<file path="src/hw/pio_pkg.sv">
package pio_pkg;
   // ==========================================
   // geometry
   localparam int PIO_NPIN = 16;
   localparam int PIO_NCFG = 15;
   localparam int PIO_DBG_PIN = 15;
   // ==========================================
   // register byte addresses
   localparam logic [7:0] PIO_A_MODE = 8'h00;
   localparam logic [7:0] PIO_A_OTYPE = 8'h04;
   localparam logic [7:0] PIO_A_DRV = 8'h08;
   localparam logic [7:0] PIO_A_RSV = 8'h0C;
   localparam logic [7:0] PIO_A_LATCH = 8'h10;
   localparam logic [7:0] PIO_A_PADS = 8'h14;
   localparam logic [7:0] PIO_A_XBAR = 8'h18;
   // ==========================================
   // field positions in crossbar control word
   localparam int PIO_B_PUD = 7;
   localparam int PIO_B_XBE = 6;
   localparam int PIO_B_SPI = 1;
   localparam int PIO_B_UART = 0;
   // ==========================================
   // reset values
   localparam logic [15:0] PIO_R_MODE = 16'hFFFF;
   localparam logic [15:0] PIO_R_OTYPE = 16'h0000;
   localparam logic [15:0] PIO_R_DRV = 16'h0000;
   localparam logic [15:0] PIO_R_RSV = 16'h0000;
   localparam logic [15:0] PIO_R_LATCH = 16'hFFFF;
   localparam logic [7:0] PIO_R_XBAR = 8'h00;
   // ==========================================
   // fixed pin masks: serial port on 4,5; second spi on 8..11
   localparam logic [15:0] PIO_M_UART = 16'h0030;
   localparam logic [15:0] PIO_M_SPI = 16'h0F00;
   localparam logic [15:0] PIO_M_CFG = 16'h7FFF;
endpackage

</file>
<file path="src/hw/pio_cell.sv">
`timescale 1ns/1ps
`default_nettype none
module pio_cell
   import pio_pkg::*;
(
   input wire logic digital,
   input wire logic push_pull,
   input wire logic out_val,
   input wire logic drv_en,
   input wire logic pud,
   input wire logic pad_in,
   output logic pad_out,
   output logic pad_oe,
   output logic pullup_en,
   output logic rx_val
);
   // ==========================================
   // cell logic
   always_comb begin
      pad_oe = 1'b0;
      pad_out = 1'b0;
      // analog cells keep drivers off regardless of latch
      if (digital && drv_en) begin
         if (push_pull) begin
            pad_oe = 1'b1;
            pad_out = out_val;
         end else begin
            pad_oe = ~out_val;
            pad_out = 1'b0;
         end
      end
      // pull-up when digital, pud clear and not driving low
      pullup_en = digital && !pud && !(pad_oe && !pad_out);
      rx_val = digital ? pad_in : 1'b0;
   end
endmodule
`default_nettype wire

</file>
<file path="src/hw/pio_xbar.sv">
`timescale 1ns/1ps
`default_nettype none
module pio_xbar
   import pio_pkg::*;
(
   input wire logic xbar_en,
   input wire logic uart_en,
   input wire logic spi_en,
   input wire logic [15:0] reserve,
   input wire logic [15:0] uart_val,
   input wire logic [15:0] spi_val,
   input wire logic [15:0] latch,
   output logic [15:0] out_val,
   output logic [15:0] owned
);
   logic [15:0] uart_m;
   logic [15:0] spi_m;
   always_comb begin
      // fixed positions, never on reserved pins
      uart_m = (xbar_en && uart_en) ? (PIO_M_UART & ~reserve) : 16'h0000;
      spi_m = (xbar_en && spi_en) ?
         (PIO_M_SPI & ~reserve & ~uart_m) : 16'h0000;
      owned = (uart_m | spi_m) & PIO_M_CFG;
      out_val = (uart_m & uart_val) | (spi_m & spi_val) | (~owned & latch);
   end
endmodule
`default_nettype wire

</file>
<file path="src/hw/pio_top.sv">
`timescale 1ns/1ps
`default_nettype none
module pio_top
   import pio_pkg::*;
(
   input wire logic hclk,
   input wire logic hresetn,
   input wire logic ce,
   input wire logic hsel,
   input wire logic [31:0] haddr,
   input wire logic [1:0] htrans,
   input wire logic hwrite,
   input wire logic [2:0] hsize,
   input wire logic [31:0] hwdata,
   input wire logic hready,
   output logic [31:0] hrdata,
   output logic hreadyout,
   output logic hresp,
   input wire logic [15:0] pad_in,
   output logic [15:0] pad_out,
   output logic [15:0] pad_oe,
   output logic [15:0] pad_pullup,
   output logic [15:0] pad_high_drive,
   input wire logic [15:0] uart_val,
   input wire logic [15:0] spi_val,
   output logic [15:0] periph_owned,
   output logic [15:0] pin_value
);
   typedef struct packed {
      logic [15:0] pin_analog_digital_select;
      logic [15:0] pin_output_type_select;
      logic [15:0] pin_drive_strength_select;
      logic [15:0] crossbar_pin_reserve;
      logic [15:0] latch;
      logic [7:0] xbar;
      logic [15:0] pads;
      logic [31:0] rdata;
      logic wpend;
      logic [7:0] waddr;
   } pio_state_s;
   pio_state_s st;
   pio_state_s nx;
   logic [15:0] xout;
   logic [15:0] rx;
   logic [15:0] pull;
   logic [15:0] digital;
   logic [15:0] drv_en;
   logic req;

   function automatic logic [31:0] pio_read(input pio_state_s s,
                                            input logic [7:0] a);
      case (a)
         PIO_A_MODE: pio_read = {16'h0000, s.pin_analog_digital_select};
         PIO_A_OTYPE: pio_read = {16'h0000, s.pin_output_type_select};
         PIO_A_DRV: pio_read = {16'h0000, s.pin_drive_strength_select};
         PIO_A_RSV: pio_read = {16'h0000, s.crossbar_pin_reserve};
         PIO_A_LATCH: pio_read = {16'h0000, s.latch};
         PIO_A_PADS: pio_read = {16'h0000, s.pads};
         PIO_A_XBAR: pio_read = {24'h000000, s.xbar};
         default: pio_read = 32'h00000000;
      endcase
   endfunction

   // ==========================================
   // crossbar and cells
   pio_xbar u_xbar (
      .xbar_en(st.xbar[PIO_B_XBE]),
      .uart_en(st.xbar[PIO_B_UART]),
      .spi_en(st.xbar[PIO_B_SPI]),
      .reserve(st.crossbar_pin_reserve),
      .uart_val(uart_val),
      .spi_val(spi_val),
      .latch(st.latch),
      .out_val(xout),
      .owned(periph_owned)
   );

   // top pin has no analog path and is never owned by a peripheral
   assign digital = st.pin_analog_digital_select | ~PIO_M_CFG;
   assign drv_en = {PIO_NPIN{st.xbar[PIO_B_XBE]}};

   genvar gi;
   generate
      for (gi = 0; gi < PIO_NPIN; gi++) begin : g_cell
         pio_cell u_cell (
            .digital(digital[gi]),
            .push_pull(st.pin_output_type_select[gi]),
            .out_val(xout[gi]),
            .drv_en(drv_en[gi]),
            .pud(st.xbar[PIO_B_PUD]),
            .pad_in(pad_in[gi]),
            .pad_out(pad_out[gi]),
            .pad_oe(pad_oe[gi]),
            .pullup_en(pull[gi]),
            .rx_val(rx[gi])
         );
      end
   endgenerate

   assign pad_pullup = pull;
   assign pad_high_drive = st.pin_drive_strength_select;
   assign pin_value = st.pads;
   assign hreadyout = 1'b1;
   assign hresp = 1'b0;
   assign hrdata = st.rdata;
   assign req = hsel && hready && htrans[1];

   // ==========================================
   // next state; writes land one cycle after address phase
   always_comb begin
      nx = st;
      nx.pads = rx;
      if (st.wpend) begin
         case (st.waddr)
            PIO_A_MODE: nx.pin_analog_digital_select = hwdata[15:0];
            PIO_A_OTYPE: nx.pin_output_type_select = hwdata[15:0];
            PIO_A_DRV: nx.pin_drive_strength_select = hwdata[15:0];
            PIO_A_RSV: nx.crossbar_pin_reserve = hwdata[15:0];
            PIO_A_LATCH: nx.latch = hwdata[15:0];
            PIO_A_XBAR: nx.xbar = hwdata[7:0];
            default: nx.xbar = st.xbar;
         endcase
      end
      nx.wpend = req && hwrite;
      nx.waddr = haddr[7:0];
      if (req && !hwrite) begin
         nx.rdata = pio_read(st, haddr[7:0]);
      end
   end

   always_ff @(posedge hclk or negedge hresetn) begin
      if (!hresetn) begin
         st.pin_analog_digital_select <= PIO_R_MODE;
         st.pin_output_type_select <= PIO_R_OTYPE;
         st.pin_drive_strength_select <= PIO_R_DRV;
         st.crossbar_pin_reserve <= PIO_R_RSV;
         st.latch <= PIO_R_LATCH;
         st.xbar <= PIO_R_XBAR;
         st.pads <= 16'h0000;
         st.rdata <= 32'h00000000;
         st.wpend <= 1'b0;
         st.waddr <= 8'h00;
      end else if (ce) begin
         st <= nx;
      end
   end

   // ==========================================
   // checks
   AST_ANALOG_ZERO: assert property (@(posedge hclk) disable iff (!hresetn)
      ce && !digital[0] |=> pin_value[0] == 1'b0)
      else $error("analog pin read nonzero");
   AST_XBAR_OFF: assert property (@(posedge hclk) disable iff (!hresetn)
      !st.xbar[PIO_B_XBE] |-> pad_oe == 16'h0000)
      else $error("driver on with crossbar off");
   // every pin, so the check is live whenever any open-drain pin sinks
   AST_OD_HIGH: assert property (@(posedge hclk) disable iff (!hresetn)
      (pad_oe & ~st.pin_output_type_select & pad_out) == 16'h0000)
      else $error("open drain drove high");
   AST_PP: assert property (@(posedge hclk) disable iff (!hresetn)
      (st.xbar[PIO_B_XBE] && digital[2] && st.pin_output_type_select[2])
      |-> pad_oe[2])
      else $error("push pull not driving");
   AST_PULL_LOW: assert property (@(posedge hclk) disable iff (!hresetn)
      (pad_oe[1] && !pad_out[1]) |-> !pad_pullup[1])
      else $error("pull-up on while low");
   AST_PUD: assert property (@(posedge hclk) disable iff (!hresetn)
      st.xbar[PIO_B_PUD] |-> pad_pullup == 16'h0000)
      else $error("pull-up on while disabled");
   AST_ANALOG_PULL: assert property (@(posedge hclk) disable iff (!hresetn)
      !digital[6] |-> !pad_pullup[6] && !pad_oe[6])
      else $error("analog pin not isolated");
   AST_RESERVE: assert property (@(posedge hclk) disable iff (!hresetn)
      (periph_owned & st.crossbar_pin_reserve) == 16'h0000)
      else $error("reserved pin given to peripheral");
   AST_READBACK: assert property (@(posedge hclk) disable iff (!hresetn)
      ce && digital[9] |=> pin_value[9] == $past(pad_in[9]))
      else $error("digital readback wrong");
endmodule
`default_nettype wire

</file>
<file path="config.mk">
export PLATFORM = sky130hd
export DESIGN_NAME = pio_top
export DESIGN_NICKNAME = d
export VERILOG_FILES = /design/src/hw/pio_pkg.sv /design/src/hw/pio_cell.sv /design/src/hw/pio_xbar.sv /design/src/hw/pio_top.sv
export SDC_FILE = /design/constraint.sdc
export NUM_CORES = 1
export LEC_CHECK = 0
export BUFFER_PORTS_ARGS = -buffer_cell sky130_fd_sc_hd__buf_2
export CAP_MARGIN = 15
export CORE_MARGIN = 8
export CORE_UTILIZATION = 55
export CTS_CLUSTER_DIAMETER = 150
export DETAILED_ROUTE_END_ITERATION = 16
export PLACE_DENSITY = 0.86
export SYNTH_ARGS = -nofsm -noshare
export SYNTH_HDL_FRONTEND = slang
export SYNTH_HIERARCHICAL = 1
export SYNTH_SLANG_ARGS = --single-unit
</file>
<file path="constraint.sdc">
create_clock -name hclk -period 4.1 [get_ports hclk]
set_clock_uncertainty 0.05 [all_clocks]
set_input_delay 1.025 -clock hclk [delete_from_list [all_inputs] [get_ports hclk]]
set_output_delay 1.025 -clock hclk [all_outputs]
set_load 0.05 [all_outputs]
</file>
==> impl_results.md <==
- Fin area: ~8400 µm²
- Total of max-cap violations: 0
- Fillers: 1054
- Synth cell count leaders: 110 x mux2_2, 97 x dfrtp_1, 88 x buf_4
- Status: completed
- Share of layout cells above drive strength 1: just under 50%
- Non-Filler Instances: 951
- Pleak: 4.305 nW
- Largest cells by area after synthesis: dfrtp_1 33%, mux2_2 17%, dfstp_2 11%
- Adder-cell share of the synthesized area: 0%
- Die footprint: 17380 µm²
- Worst Setup End Kind: primary output
- Final hold violation count: 0
- Largest net degree at the start of global routing: 67
- GRT overflow: 0
- Initial Utilization: ~56%
- Worst Hold Slack: 434.0 ps
- CTS clk-pin slew, worst paths: 60 ps
- DRT antenna net count: 0
- Top-area cell type share of the netlist area: 32.89%
- Synth Area in Simple Gates: 14.82%
- DR vias: 5392
- Power per cell area: 358.8 nW/µm²
- NumNets Final: ~900
- Clk sinks: 129
- Setup crit start kind: flip-flop
- CTS buffer count: 17
- Post-synthesis sequential area ratio: 44.29%
- CTS resizes: 0
- Syn Area/Cell: 11.22 µm²
- FFs w/ async S/R, synth: 100.0%
- Sw frac: 24.10%
- Mux cell area share after synthesis: between 20 and 25%
- Hold Path Class: reg2reg
- Layout area overhead: 14.17%
- GP Congestion: 0.7911
- Crit path DAT: 2460 ps
- Minimum clock period: 3539 ps
- Post-synthesis compound-gate area fraction: 7.019%
- Placeable Area: 13190 µm²
- Htree depth: 4
- Synthesized flop and latch total: 129
- First-iteration detailed-routing DRC count: around 370
- Worst EP required: 3020 ps
- Distinct cells, synth: 50
- Synth warnings: 6
- VDD IR max: 0.2645 mV
- Placed cell areas: 7856 µm²
- Reg area: 3268 µm²
- Maximum clock insertion buffer count: 2
- F_max: between 200 and 300 MHz
- Final Cycle Share: 86.31%
- WS Path Type: reg2out
- DP Cell Count: 920
- Number of synthesized flops with an enable pin: 0
- Row cnt: 42
- Cell Area, Synth: about 7400 µm²
- Residual DRC: 0
- Main combinational cell family by area after synthesis: multiplexers
- Synth Instances: 658
- Setup_tns: 0 ps
- CTS tree: done
- Area of the multi-input gates: ~3400 µm²
- Flop pwr share: 43.9%
- Actual slew at the worst max-slew pin: 971.8 ps
- Post-cts hold buffer count: 0
- Ys flop type: dfrtp_1
- Die height: approximately 130 µm
- Most frequent cell after synthesis: mux2_2
- Rel. slew slack: 34.87%
- Largest area contributor in the netlist: dfrtp_1
- Initial DRT Pass Iterations: 5
- Setup Viol. Count Final: 0
- Crit Path Max Fanout: 25
- N_diodes: 0
- Clock power frac: 47.8%
- First-pass GRT wire length: 31650 µm
- Average routed wire per standard cell: 20.58 µm
- Comb pwr share: between 8 and 9%
- Gr usage total: between 20 and 25%
- Port Buf Inserts: approximately 150
- Root Driver: clkbuf_16
- Setup Buffers After CTS: 0
- Synth Area in XOR/XNOR: 0%
- Dpl hpwl: 13400 µm
- Pint: around 2.3 mW
- Initial antenna violation count: 1
- Die W: about 130 µm
- RSZ-0062 raised after global routing: no
- Number of global-route vias before repair: 5746
- Drt via density: approximately 5.7
- Switching Power: 0.7285 mW
- Slew Viols, Final: 0
- Final wirelength: 19570 µm
- I/O pins: 253
- Worst-skew pair later-pin latency: between 400 and 500 ps
critical path, stage by stage (launching register included):
cell	delay (ps)
dfrtp_1	930
nand3b_1	270
mux2_1	410
a21oi_1	160
buf_2	280
layer usage:
| metal | GRT usage (%) | vias to the layer above | wire length [µm] |
|---|---|---|---|
| met5 | 0 | - | 11 |
| met2 | 38.67 | 253 | 9606 |
| met3 | 6.822 | 32 | 1582 |
| met1 | 27.61 | 2678 | 8060 |
| met4 | 7.466 | 2 | 308 |
| li1 | - | 2427 | - |
final cells by class:
class | count | area share (%)
clock buffer | 26 | 6.163
clock inverter | 5 | 0.5940
inverter | 23 | 1.025
multi-input combinational | 422 | 40.07
sequential | 129 | 38.79
tap | 176 | 2.614
timing repair buffer | 170 | 10.75
metrics by stage:
stage | utilization, % | worst slack, ps | total power, mW
detailed placement | 59.56 | 765.5 | 1.598
CTS | 63.88 | 572.8 | 3.034
finish | 63.88 | 561.2 | 3.023
floorplan | - | 880.4 | 1.525
global route | 63.88 | 409.0 | 3.124
global placement | 59.56 | 832.7 | 1.593
power groups by stage:
stage / Clock [mW] / Combinational, mW / Sequential, mW
after floorplan: 0 / 0.188 / 1.34
after CTS: 1.46 / 0.253 / 1.33
after global placement: 0 / 0.248 / 1.34
final: 1.45 / 0.252 / 1.33
after global routing: 1.52 / 0.271 / 1.33
after detailed placement: 0 / 0.251 / 1.35
kinds of logic after synthesis:
group | after synthesis
compound gates | 72
other cells | 3
simple gates | 178
mux | 141
flops | 129
buf+inv | 135
cells in the final DEF (no fill, tap or decap), types with 12 or more instances in the layout:
cell type	n
nor2b_1	18
buf_4	16
a21oi_1	16
nand2_1	51
nor2_1	22
nor3b_2	16
conb_1	31
clkbuf_16	17
and2_1	17
dfrtp_1	97
inv_1	23
dfstp_2	32
buf_2	153
mux2i_1	15
mux2_2	110
and3_1	12
final timing paths:
path                       startpoint    endpoint  slack, ps  cells after the start
setup / recovery            drv_en[0]   pad_oe[8]        560                      4
hold / removal              hrdata[6]   hrdata[6]        430                      2
setup reg to reg                st[5]     st[117]       1690                      4
hold reg to reg             hrdata[6]   hrdata[6]        430                      2
max in group asynchronous     hresetn  digital[5]       2490                      2
min in group asynchronous     hresetn     st[116]        650                      1
sequential cells by signal, indices dropped and copies added, names as in the netlist:
name / count
st: 65
pad_high_drive: 16
hrdata: 16
digital: 15
drv_en: 1
pin_value: 16
No activity file was read; power rests on OpenSTA's default activity.
